$ cat src/hdl/psm_map.vh
`ifndef PSM_MAP_VH
`define PSM_MAP_VH
// Register byte offsets on the Wishbone slave.
`define PSM_OSC_CTRL_ADDR 4'h0
`define PSM_DS_CTRL_ADDR 4'h4
`define PSM_STOP_IDLE_ADDR 4'h8
`define PSM_STATUS_ADDR 4'hc
// Oscillator control field positions.
`define PSM_SLEEP_SELECT_BIT 4
`define PSM_PB_DIV_LO 19
`define PSM_PB_DIV_HI 20
// Deep sleep control field positions.
`define PSM_DS_ENABLE_BIT 15
`define PSM_GP_RETAIN_BIT 13
`define PSM_RTC_OFF_BIT 12
`define PSM_RTC_WAKE_BLOCK_BIT 8
`define PSM_EXT_WAKE_BLOCK_BIT 2
`define PSM_DS_BROWNOUT_BIT 1
`define PSM_PIN_HOLD_BIT 0
// Divisor encodings and reset values.
`define PSM_DIV_1 2'h0
`define PSM_DIV_2 2'h1
`define PSM_DIV_4 2'h2
`define PSM_DIV_8 2'h3
`define PSM_OSC_RESET 32'h00000000
`define PSM_DS_RESET 32'h00000000
`define PSM_OSC_WMASK 32'h00180010
`define PSM_DS_WMASK 32'h0000b105
// Clock start-up delay in ns, at a 50 ns system clock.
`define PSM_STARTUP_NS 1000
`define PSM_CLK_NS 50
`endif

$ cat src/hdl/psm_power_ctrl.v
// Operation
// - Higher-priority enabled interrupt wakes from Sleep.
// - Reset or watchdog time-out ends Sleep.
// - Low-priority interrupt in Sleep moves to Idle.
// - Idle halts CPU, system clock keeps running.
// - Stop-in-idle peripherals halt during Idle.
// - Wait with sleep-select clear enters Idle.
// - Only higher-priority interrupt wakes from Idle.
// - Reset or watchdog time-out ends Idle.
// - Start-up delay on waking disabled oscillator.
// - Two-bit divisor selects 1:1 to 1:8.
// - Core blocks stay on undivided system clock.
// - Peripheral read completes at next bus edge.
// - Deep-sleep enable selects Deep Sleep on wait with sleep-select set.
// - Deep-sleep enable hardware cleared, strap loaded.
// - Bit 13 retains general registers.
// - Bit 12 turns real-time clock off.
// - Bit 8 blocks real-time clock wake.
// - Bit 2 blocks external wake source.
// - Brown-out in Deep Sleep sets flag, no wake.
// - Bit 0 holds pins after Deep Sleep.
`timescale 1ns/1ps
`include "psm_map.vh"
module psm_power_ctrl #(
   parameter NPERIPH = 8,
   parameter PRIO_W = 3
) (
   input wire REF_CLK,
   input wire RST,
   input wire WB_CYC_I,
   input wire WB_STB_I,
   input wire WB_WE_I,
   input wire [3:0] WB_ADR_I,
   input wire [3:0] WB_SEL_I,
   input wire [31:0] WB_DAT_I,
   output reg [31:0] WB_DAT_O,
   output reg WB_ACK_O,
   input wire CPU_WAIT,
   input wire IRQ_PENDING,
   input wire [PRIO_W-1:0] IRQ_PRIO,
   input wire [PRIO_W-1:0] CPU_PRIO,
   input wire DEVICE_RESET,
   input wire WATCHDOG_TIMEOUT,
   input wire RTC_WAKE,
   input wire EXT_WAKE,
   input wire BROWNOUT_EVENT,
   input wire DS_ENABLE_STRAP,
   input wire OSC_NEEDS_STARTUP,
   input wire PERIPH_RD_REQ,
   output reg PERIPH_RD_DONE,
   output reg CPU_HALT,
   output reg SYS_CLK_EN,
   output reg CORE_CLK_EN,
   output reg PB_CLK_EN,
   output reg [NPERIPH-1:0] PERIPH_HALT,
   output reg GP_RETAIN,
   output reg RTC_OFF,
   output reg PIN_HOLD,
   output reg [3:0] MODE
);
   localparam ST_RUN = 5'h01;
   localparam ST_IDLE = 5'h02;
   localparam ST_SLEEP = 5'h04;
   localparam ST_DEEP = 5'h08;
   localparam ST_START = 5'h10;
   localparam integer STARTUP_CYC = (`PSM_STARTUP_NS + `PSM_CLK_NS - 1) / `PSM_CLK_NS;

   reg [4:0] state_reg, state_next;
   reg [31:0] osc_reg;
   reg [31:0] ds_reg;
   reg [NPERIPH-1:0] stop_idle_reg;
   reg strap_done_reg;
   reg [7:0] start_cnt_reg;
   reg rd_pend_reg;
   wire pb_edge;
   wire irq_wake;
   wire irq_low;
   wire wb_req = WB_CYC_I && WB_STB_I && !WB_ACK_O;
   wire hard_wake = DEVICE_RESET || WATCHDOG_TIMEOUT;

   // Byte-lane merge for register writes.
   function [31:0] lane_merge;
      input [31:0] old;
      input [31:0] din;
      input [3:0] sel;
      integer i;
      begin
         lane_merge = old;
         for (i = 0; i < 4; i = i + 1)
            if (sel[i])
               lane_merge[i*8 +: 8] = din[i*8 +: 8];
      end
   endfunction

   // Stop-in-idle write data, merged at full bus width and cut to the peripheral count below.
   wire [31:0] stop_idle_merged;
   assign stop_idle_merged = lane_merge({{(32-NPERIPH){1'b0}}, stop_idle_reg}, WB_DAT_I,
      WB_SEL_I);

   psm_wake_logic #(.PRIO_W(PRIO_W)) u_wake (
      .clk(REF_CLK),
      .rst(RST),
      .irq_pending(IRQ_PENDING),
      .irq_prio(IRQ_PRIO),
      .cpu_prio(CPU_PRIO),
      .wake_reg(irq_wake),
      .low_irq_reg(irq_low)
   );

   // The bus clock runs in Run and Idle only; Sleep stops it.
   psm_pb_divider u_div (
      .clk(REF_CLK),
      .rst(RST),
      .run(state_next == ST_RUN || state_next == ST_IDLE),
      .div_sel(osc_reg[`PSM_PB_DIV_HI:`PSM_PB_DIV_LO]),
      .pb_edge_reg(pb_edge)
   );

   // Mode sequencing between run and the three low-power states.
   always @* begin
      state_next = state_reg;
      case (state_reg)
         ST_RUN: begin
            if (CPU_WAIT) begin
               if (!osc_reg[`PSM_SLEEP_SELECT_BIT])
                  state_next = ST_IDLE;
               else if (ds_reg[`PSM_DS_ENABLE_BIT])
                  state_next = ST_DEEP;
               else
                  state_next = ST_SLEEP;
            end
         end
         ST_IDLE: begin
            if (irq_wake || hard_wake)
               state_next = ST_RUN;
         end
         ST_SLEEP: begin
            if (irq_wake || hard_wake)
               state_next = OSC_NEEDS_STARTUP ? ST_START : ST_RUN;
            else if (irq_low)
               state_next = ST_IDLE;
         end
         ST_DEEP: begin
            // A brown-out is only recorded, never a wake source.
            if (hard_wake || (RTC_WAKE && !ds_reg[`PSM_RTC_WAKE_BLOCK_BIT]) ||
                (EXT_WAKE && !ds_reg[`PSM_EXT_WAKE_BLOCK_BIT]))
               state_next = OSC_NEEDS_STARTUP ? ST_START : ST_RUN;
         end
         ST_START: begin
            if (start_cnt_reg == 8'h00)
               state_next = ST_RUN;
         end
         default: state_next = ST_RUN;
      endcase
   end

   // State, start-up timer and strap capture.
   always @(posedge REF_CLK or posedge RST) begin
      if (RST) begin
         state_reg <= ST_RUN;
         start_cnt_reg <= 8'h00;
         strap_done_reg <= 1'b0;
      end else begin
         state_reg <= state_next;
         strap_done_reg <= 1'b1;
         if (state_next == ST_START && state_reg != ST_START)
            start_cnt_reg <= STARTUP_CYC[7:0] - 8'h1;
         else if (start_cnt_reg != 8'h00)
            start_cnt_reg <= start_cnt_reg - 8'h1;
      end
   end

   // Register file; deep-sleep enable is taken from the strap after reset release.
   always @(posedge REF_CLK or posedge RST) begin
      if (RST) begin
         osc_reg <= `PSM_OSC_RESET;
         ds_reg <= `PSM_DS_RESET;
         stop_idle_reg <= {NPERIPH{1'b0}};
      end else begin
         if (wb_req && WB_WE_I) begin
            case (WB_ADR_I)
               `PSM_OSC_CTRL_ADDR: osc_reg <= lane_merge(osc_reg, WB_DAT_I, WB_SEL_I) &
                  `PSM_OSC_WMASK;
               `PSM_DS_CTRL_ADDR: ds_reg <= lane_merge(ds_reg, WB_DAT_I, WB_SEL_I) &
                  `PSM_DS_WMASK;
               `PSM_STOP_IDLE_ADDR: stop_idle_reg <= stop_idle_merged[NPERIPH-1:0];
               default: ;
            endcase
         end
         if (!strap_done_reg)
            ds_reg[`PSM_DS_ENABLE_BIT] <= DS_ENABLE_STRAP;
         else if (state_reg == ST_DEEP && state_next != ST_DEEP)
            ds_reg[`PSM_DS_ENABLE_BIT] <= 1'b0;
         if (state_reg == ST_DEEP && BROWNOUT_EVENT)
            ds_reg[`PSM_DS_BROWNOUT_BIT] <= 1'b1;
      end
   end

   // Wishbone answer one cycle after the strobe; unmapped reads give zero.
   always @(posedge REF_CLK or posedge RST) begin
      if (RST) begin
         WB_ACK_O <= 1'b0;
         WB_DAT_O <= 32'h00000000;
      end else begin
         WB_ACK_O <= wb_req;
         case (WB_ADR_I)
            `PSM_OSC_CTRL_ADDR: WB_DAT_O <= osc_reg;
            `PSM_DS_CTRL_ADDR: WB_DAT_O <= ds_reg;
            `PSM_STOP_IDLE_ADDR: WB_DAT_O <= {{(32-NPERIPH){1'b0}}, stop_idle_reg};
            `PSM_STATUS_ADDR: WB_DAT_O <= {27'h0000000, state_reg};
            default: WB_DAT_O <= 32'h00000000;
         endcase
      end
   end

   // Peripheral reads wait for the next divided bus edge.
   always @(posedge REF_CLK or posedge RST) begin
      if (RST) begin
         rd_pend_reg <= 1'b0;
         PERIPH_RD_DONE <= 1'b0;
      end else begin
         PERIPH_RD_DONE <= 1'b0;
         if (PERIPH_RD_REQ || rd_pend_reg) begin
            if (pb_edge) begin
               PERIPH_RD_DONE <= 1'b1;
               rd_pend_reg <= 1'b0;
            end else
               rd_pend_reg <= 1'b1;
         end
      end
   end

   // Clock gates and mode outputs, all registered.
   always @(posedge REF_CLK or posedge RST) begin
      if (RST) begin
         CPU_HALT <= 1'b0;
         SYS_CLK_EN <= 1'b1;
         CORE_CLK_EN <= 1'b1;
         PB_CLK_EN <= 1'b0;
         PERIPH_HALT <= {NPERIPH{1'b0}};
         GP_RETAIN <= 1'b0;
         RTC_OFF <= 1'b0;
         PIN_HOLD <= 1'b0;
         MODE <= 4'h0;
      end else begin
         CPU_HALT <= state_next != ST_RUN;
         SYS_CLK_EN <= state_next == ST_RUN || state_next == ST_IDLE;
         CORE_CLK_EN <= state_next == ST_RUN || state_next == ST_IDLE;
         PB_CLK_EN <= pb_edge;
         PERIPH_HALT <= (state_next == ST_IDLE) ? stop_idle_reg : {NPERIPH{1'b0}};
         GP_RETAIN <= ds_reg[`PSM_GP_RETAIN_BIT];
         RTC_OFF <= ds_reg[`PSM_RTC_OFF_BIT];
         PIN_HOLD <= ds_reg[`PSM_PIN_HOLD_BIT];
         MODE <= state_next[3:0];
      end
   end
endmodule // psm_power_ctrl

$ cat src/hdl/psm_pb_divider.v
`timescale 1ns/1ps
`include "psm_map.vh"
module psm_pb_divider (
   input wire clk,
   input wire rst,
   input wire run,
   input wire [1:0] div_sel,
   output reg pb_edge_reg
);
   reg [2:0] cnt_reg;
   reg [1:0] div_reg;
   reg [2:0] last;

   // Terminal count of the active divisor.
   always @* begin
      case (div_reg)
         `PSM_DIV_1: last = 3'h0;
         `PSM_DIV_2: last = 3'h1;
         `PSM_DIV_4: last = 3'h3;
         default: last = 3'h7;
      endcase
   end

   // A new divisor is taken only at the period boundary so no pulse is shortened.
   always @(posedge clk or posedge rst) begin
      if (rst) begin
         cnt_reg <= 3'h0;
         div_reg <= `PSM_DIV_1;
         pb_edge_reg <= 1'b0;
      end else if (!run) begin
         cnt_reg <= 3'h0;
         pb_edge_reg <= 1'b0;
      end else if (cnt_reg == last) begin
         cnt_reg <= 3'h0;
         div_reg <= div_sel;
         pb_edge_reg <= 1'b1;
      end else begin
         cnt_reg <= cnt_reg + 3'h1;
         pb_edge_reg <= 1'b0;
      end
   end
endmodule // psm_pb_divider

$ cat src/hdl/psm_wake_logic.v
`timescale 1ns/1ps
module psm_wake_logic #(
   parameter PRIO_W = 3
) (
   input wire clk,
   input wire rst,
   input wire irq_pending,
   input wire [PRIO_W-1:0] irq_prio,
   input wire [PRIO_W-1:0] cpu_prio,
   output reg wake_reg,
   output reg low_irq_reg
);
   // Registered compare keeps the wake decision off the priority path.
   always @(posedge clk or posedge rst) begin
      if (rst) begin
         wake_reg <= 1'b0;
         low_irq_reg <= 1'b0;
      end else begin
         wake_reg <= irq_pending && (irq_prio > cpu_prio);
         low_irq_reg <= irq_pending && (irq_prio <= cpu_prio);
      end
   end
endmodule // psm_wake_logic

$ cat config.mk
export PLATFORM = sky130hd
export DESIGN_NAME = psm_power_ctrl
export DESIGN_NICKNAME = d
export VERILOG_FILES = /design/src/hdl/psm_power_ctrl.v /design/src/hdl/psm_pb_divider.v /design/src/hdl/psm_wake_logic.v
export VERILOG_INCLUDE_DIRS = /design/src /design/src/hdl
export SDC_FILE = /design/constraint.sdc
export NUM_CORES = 1
export LEC_CHECK = 0
export BUFFER_PORTS_ARGS = -buffer_cell sky130_fd_sc_hd__buf_2
export CORE_ASPECT_RATIO = 1.1
export CORE_MARGIN = 1.5
export CORE_UTILIZATION = 40
export DETAILED_ROUTE_END_ITERATION = 10
export PLACE_DENSITY = 0.78
export SYNTH_ARGS = -nofsm -noshare
export SYNTH_HDL_FRONTEND = slang
export SYNTH_SLANG_ARGS = --single-unit
export TNS_END_PERCENT = 50
$ cat constraint.sdc
create_clock -name REF_CLK -period 3.73 [get_ports REF_CLK]
set_input_delay 0.9325 -clock REF_CLK [delete_from_list [all_inputs] [get_ports REF_CLK]]
set_output_delay 0.9325 -clock REF_CLK [all_outputs]
set_load 0.1 [all_outputs]
Word level (Yosys, flattened, before mapping)
Cells that the tools add are included.
Word-level totals
  bits in registers: 93
  bits of input ports: 61
  output and inout port bits: 53
  logic and storage cells: 114
Cells by class
  reductions and logical operators: 34
  magnitude comparators: 2
  multiplexer cells: 29
  add/sub/neg operators: 2
  equal/unequal tests: 20
Operators by type and width (count)
  $pmux W21 S4: 1
  $mux W5: 7
  $mux W16: 2
  $mux W8: 4
  $pmux W5 S5: 1
  $reduce_and A3 Y1: 6
  $eq A5 B1 Y1 const B: 2
  $eq A5 B2 Y1 const B: 2
  $eq A5 B5 Y1 const B: 2
  $logic_and A1 B1 Y1: 10
  $mux W3: 3
  $pmux W3 S3: 1
  $eq A4 B4 Y1 const B: 2
  $logic_not A8 Y1: 1
  $mux W1: 8
  $mux W4: 2
  $reduce_bool A8 Y1: 1
  $sub A8 B1 Y8 const B: 1
  $logic_or A1 B1 Y1: 6
  $ne A3 B1 Y1 const B: 2
  $reduce_bool A2 Y1: 3
  $eq A5 B3 Y1 const B: 1
  $eq A5 B4 Y1 const B: 1
  $ne A5 B1 Y1 const B: 1
  14 further kinds: 17

Logic depth before layout (Yosys ltp)
  depth after elaboration: 10
  gate-level depth with buffers: 8
  depth with buffers taken out: 8

By module
Synthesis repeated with hierarchy kept, for this count alone.
Unflattened totals
  cells, all modules: 288
  area, all modules: 3266.9 um^2
By module, submodules not included
  psm_power_ctrl: instances 1, sequential area each 1604.0 um^2, area each 2821.5 um^2, cells each 250
  psm_pb_divider: instances 1, sequential area each 150.1 um^2, area each 287.8 um^2, cells each 23
  psm_wake_logic: instances 1, sequential area each 50.0 um^2, area each 157.7 um^2, cells each 15

Worst setup path before layout
OpenSTA, ideal clock, no wires.
  path type: input-to-reg
  start point: in WB_ADR_I[1]
  end point: reg ds_reg[15]
  path buffers: 1
  stages: 7
  arrival: 2.447 ns
  setup time: 0.125 ns
  required time: 3.605 ns
  slack: 1.158 ns
  cells stage by stage: or2_2 -> clkbuf_1 -> nor3b_1 -> nand3_1 -> nor2_1 -> a221oi_1 -> mux2_2
On the way
  word-level cells in the longest chain between the ends: 3
Ends and longest elaborated chain
  from (decl): line psm_power_ctrl.v:33  | input wire [3:0] WB_ADR_I,
  $eq A4 B3 Y1: line psm_power_ctrl.v:181  | case (WB_ADR_I)
  $ne A3 B1 Y1 (no line)
  $reduce_and A3 Y1 (no line)
  to (signal assigned): line psm_power_ctrl.v:177  | ds_reg <= `PSM_DS_RESET;
  to (signal assigned): line psm_power_ctrl.v:184  | `PSM_DS_CTRL_ADDR: ds_reg <= lane_merge(ds_reg, WB_DAT_I, WB_SEL_I) &
  to (decl): line psm_power_ctrl.v:70  | reg [31:0] ds_reg;
Every way passes these cells.
A chain may end at the register's enable or synchronous reset.

Worst setup path in the final report
  start point: in WATCHDOG_TIMEOUT
  end point: reg u_div.div_reg[1]
On the way
  word-level cells in the longest chain between the ends: 8
  elaborated cells on any way between the ends: 12
  those cells by class: eq/ne: 2; mux: 4; reduce/logical: 6
Ends and longest elaborated chain
  from (decl): line psm_power_ctrl.v:43  | input wire WATCHDOG_TIMEOUT,
  $logic_or A1 B1 Y1 *: line psm_power_ctrl.v:79  | wire hard_wake = DEVICE_RESET || WATCHDOG_TIMEOUT;
  $logic_or A1 B1 Y1 (2 in series): line psm_power_ctrl.v:145  | if (hard_wake || (RTC_WAKE && !ds_reg[`PSM_RTC_WAKE_BLOCK_BIT]) ||
  $mux W5: line psm_power_ctrl.v:145
  $pmux W5 S5 *: line psm_power_ctrl.v:122  | case (state_reg)
  $eq A5 B1 Y1 / $eq A5 B2 Y1 (equally long branches): line psm_power_ctrl.v:114  | .run(state_next == ST_RUN || state_next == ST_IDLE),
  $logic_or A1 B1 Y1 *: line psm_power_ctrl.v:114
  $reduce_and A2 Y1 (no line) *
  to (signal assigned): line psm_pb_divider.v:28  | div_reg <= `PSM_DIV_1;
  to (signal assigned): line psm_pb_divider.v:35  | div_reg <= div_sel;
  to (decl): line psm_pb_divider.v:11  | reg [1:0] div_reg;
Every way passes the cells marked *; elsewhere a longest branch is shown, timed or not.

==> results.sh <==
export IMPL_intPower_mw=1.571
export IMPL_powerDensity_nw_per_um2=678.5
export IMPL_hold_slack_ps=394.4
export IMPL_cts_resized=0
export IMPL_layout_cells_non_filler=485
export IMPL_ios=114
export IMPL_cts_buffers=9
export IMPL_synth_seq_cells=72
export IMPL_clock_skew_ps=10.82
export IMPL_rsz0062_at_grt="no"
export IMPL_fmax_ghz=0.3965
export IMPL_final_common_cell="buf_2"
export IMPL_worst_pin_slew_ps=744.9
export IMPL_swShare_pct=40.82
export IMPL_die_h_um=98.15
export IMPL_syn2layout_area_growth_pct=18.89
export IMPL_die_x_um=89.50
export IMPL_largest_register="WB_DAT_O"
export IMPL_drc=0
export IMPL_power_switching_mw=1.084
export IMPL_synth_top_family_by_area="simple AND/OR/NAND/NOR gates"
export IMPL_slew_violations=0
export IMPL_vias=2308
export IMPL_hpwl_um=4882
export IMPL_clock_latency_ps=350
export IMPL_critical_path_max_stage_delay_ps=470
export IMPL_relSlewSlack_pct=49.88
export IMPL_ir_drop_uv=266.8
export IMPL_antenna_found_initial=0
export IMPL_initial_core_util_pct=41.38
export IMPL_synth_compound_area_share_pct=8.134
export IMPL_ys_flop_type="dfrtp_1"
export IMPL_r2r_cells=6
export IMPL_die_area_um2=8783
export IMPL_layout_common_cells="buf_2 (76), dfrtp_1 (70), nor2_1 (29), and2_1 (20), mux2_2 (20)"
export IMPL_largest_reg_flops=14
export IMPL_setup_tns_final_ps=0
export IMPL_core_um2=7955
export IMPL_drive_above_1_share_pct=34.48
export IMPL_ys_seq_area_share_pct=54.81
export IMPL_synth_edff_count=0
export IMPL_cts_root_buf="clkbuf_8"
export IMPL_syn_inst=294
export IMPL_vias_per_cell=4.759
export IMPL_finalNetCount=438
export IMPL_grt_pass1_wl_um=10930
export IMPL_grt_pass1_vias=2362
export IMPL_design_area_um2=3914
export IMPL_status="finished, final reports clean"
export IMPL_htreeDepth=3
export IMPL_diodes=0
export IMPL_path_buf_inv=1
export IMPL_final_antenna_net_count=0
export IMPL_gr_total_overflow=0
export IMPL_finalSetupViolCount=0
export IMPL_power_frac_clock_pct=23.6
export IMPL_grt_util_all_layers_pct=16.48
export IMPL_yosys_area_share_adder_pct=1.900
export IMPL_dpl_cell_area_um2=3706
export IMPL_fillers=746
export IMPL_start_kind="input pin"
export IMPL_cts_sinks=72
export IMPL_period_share_pct=67.61
export IMPL_cp_max_fo=4
export IMPL_period_minus_slack_ps=2522
export IMPL_wire_per_inst_um=13.42
export IMPL_maxCapViolations=0
export IMPL_avgSynthCellArea_um2=11.20
export IMPL_hold_path_class="reg2reg"
export IMPL_cts_hold_buf=0
export IMPL_clockBufferDepth=2
export IMPL_required_ps=3970
export IMPL_cts_setup_buffers=0
export IMPL_place_congestion=0.7934
export IMPL_dp_cells=469
export IMPL_end_kind="flop"
export IMPL_finalHoldViolations=0
export IMPL_p_comb_share_pct=36.5
export IMPL_seqPwrFrac_pct=39.8
export IMPL_synth_simple_area_share_pct=17.07
export IMPL_hold_depth=0
export IMPL_r2r_slack_ps=1450
export IMPL_syn_area_um2=3292
export IMPL_drt_pass1_iter_count=4
export IMPL_fp_row_count=34
export IMPL_leakage_nw=2.033
export IMPL_drt_iter0_markers=121
export IMPL_dp_slack_ps=875.1
export IMPL_path_cells="buf_2 > nor3_1 > nand3b_1 > o22ai_1 > o2111ai_1 > nand3b_4 > mux2_4"
export IMPL_ys_async_sr_fraction_pct=100.0
export IMPL_crit_type="in2reg"
export IMPL_drt_total_wl_um=6507
export IMPL_setup_ws_ps=1208
export IMPL_arrival_ps=2760
export IMPL_grt_max_degree=32
export IMPL_cp_slowest_cell="nor3_1"
export IMPL_yosys_warnings=0
export IMPL_post_synth_num_cell_types=51
export IMPL_clkSlewWorstSetupHoldPaths_ps=80
export IMPL_cts_tree="built"
export IMPL_crit_cells=7
export IMPL_port_buffers=76
export IMPL_synth_mux_area_share_pct=8.362
export IMPL_synthXorXnorAreaFrac_pct=1.862
export IMPL_cpLargestDelayFamily="simple AND/OR/NAND/NOR gates"
## per-stage QoR
stage	util, %	power (mW)
floorplan	-	1.883
global placement	46.59	1.999
detailed placement	46.59	2.040
CTS	49.20	2.673
global route	49.20	2.808
finish	49.20	2.655
## per-layer routing
layer | vias to the layer above | GRT usage [%] | share of wire (%)
li1 | 1126 | - | -
met1 | 1103 | 20.56 | 42
met2 | 68 | 26.43 | 50
met3 | 11 | 4.480 | 5.4
met4 | 0 | 7.337 | 2.4
met5 | - | 0 | 0
## synthesized netlist by cell type, drive strengths merged (2+ instances only)
cell	count	area, um^2
dfstp	2	52.55
or4	3	31.28
clkbuf	8	30.03
nor2	29	108.9
or3	2	13.77
buf	22	165.2
ha	5	62.56
nand3b	3	35.03
nand2	13	48.80
o22ai	3	18.77
a21oi	10	61.31
o21ai	3	15.01
conb	2	7.510
a31oi	2	12.51
nand3	5	25.02
nor3b	4	30.03
and2	21	132.6
dfrtp	70	1752
inv	15	56.30
nor3	6	30.03
a22oi	5	37.54
mux2	22	255.3
and3	3	18.77
nor2b	7	43.79
xnor2	6	52.55
nor4	3	18.77
mux2i	2	20.02
## power by group through the flow
stage                     registers (mW)  logic [mW]  clock network, mW
after floorplan                     1.25       0.636                  0
after global placement              1.06       0.936                  0
after detailed placement            1.07       0.969                  0
after CTS                           1.06       0.975              0.641
after global routing                1.08        1.05              0.678
final                               1.06       0.970              0.628
## layout make-up
| cell class | instances | area [um^2] | share of cell area (%) |
|---|---|---|---|
| Clock buffer | 12 | 155.1 | 3.964 |
| Clock inverter | 4 | 52.55 | 1.343 |
| Timing Repair Buffer | 80 | 410.4 | 10.49 |
| Tap cell | 108 | 135.1 | 3.453 |
| Multi-Input combinational cell | 194 | 1300 | 33.22 |
| Inverter | 15 | 56.30 | 1.439 |
| Sequential cell | 72 | 1804 | 46.10 |
## worst paths after layout
| kind | from | to |
|---|---|---|
| max | WATCHDOG_TIMEOUT | u_div.div_reg[1]$_DFFE_PP0P_ |
| min | u_div.pb_edge_reg$_DFF_PP0_ | PB_CLK_EN$_DFF_PP0_ |
| max reg2reg | start_cnt_reg[2]$_DFFE_PP0P_ | start_cnt_reg[5]$_DFFE_PP0P_ |
| min reg2reg | u_div.pb_edge_reg$_DFF_PP0_ | PB_CLK_EN$_DFF_PP0_ |
| max in group asynchronous | RST | state_reg[0]$_DFF_PP1_ |
| min in group asynchronous | RST | PERIPH_RD_DONE$_DFF_PP0_ |
## worst register-to-register path, cell delays in order (launching register included)
cell and delay (ps):
dfrtp_1 410, or4_4 570, nor4_1 590, nor4_1 170, nor3b_1 200, xnor2_1 160
nor2_1 60
## logic make-up (layout without fill, tap and decap cells)
kind of cell	Yosys count	after routing
simple gates	102	102
compound gates	37	37
xor+xnor	7	7
mux	24	24
fa+ha+maj	5	5
other cells	2	19
flops	72	72
buf+inv	45	111
Note: power is estimated with default switching activity, not from simulation.
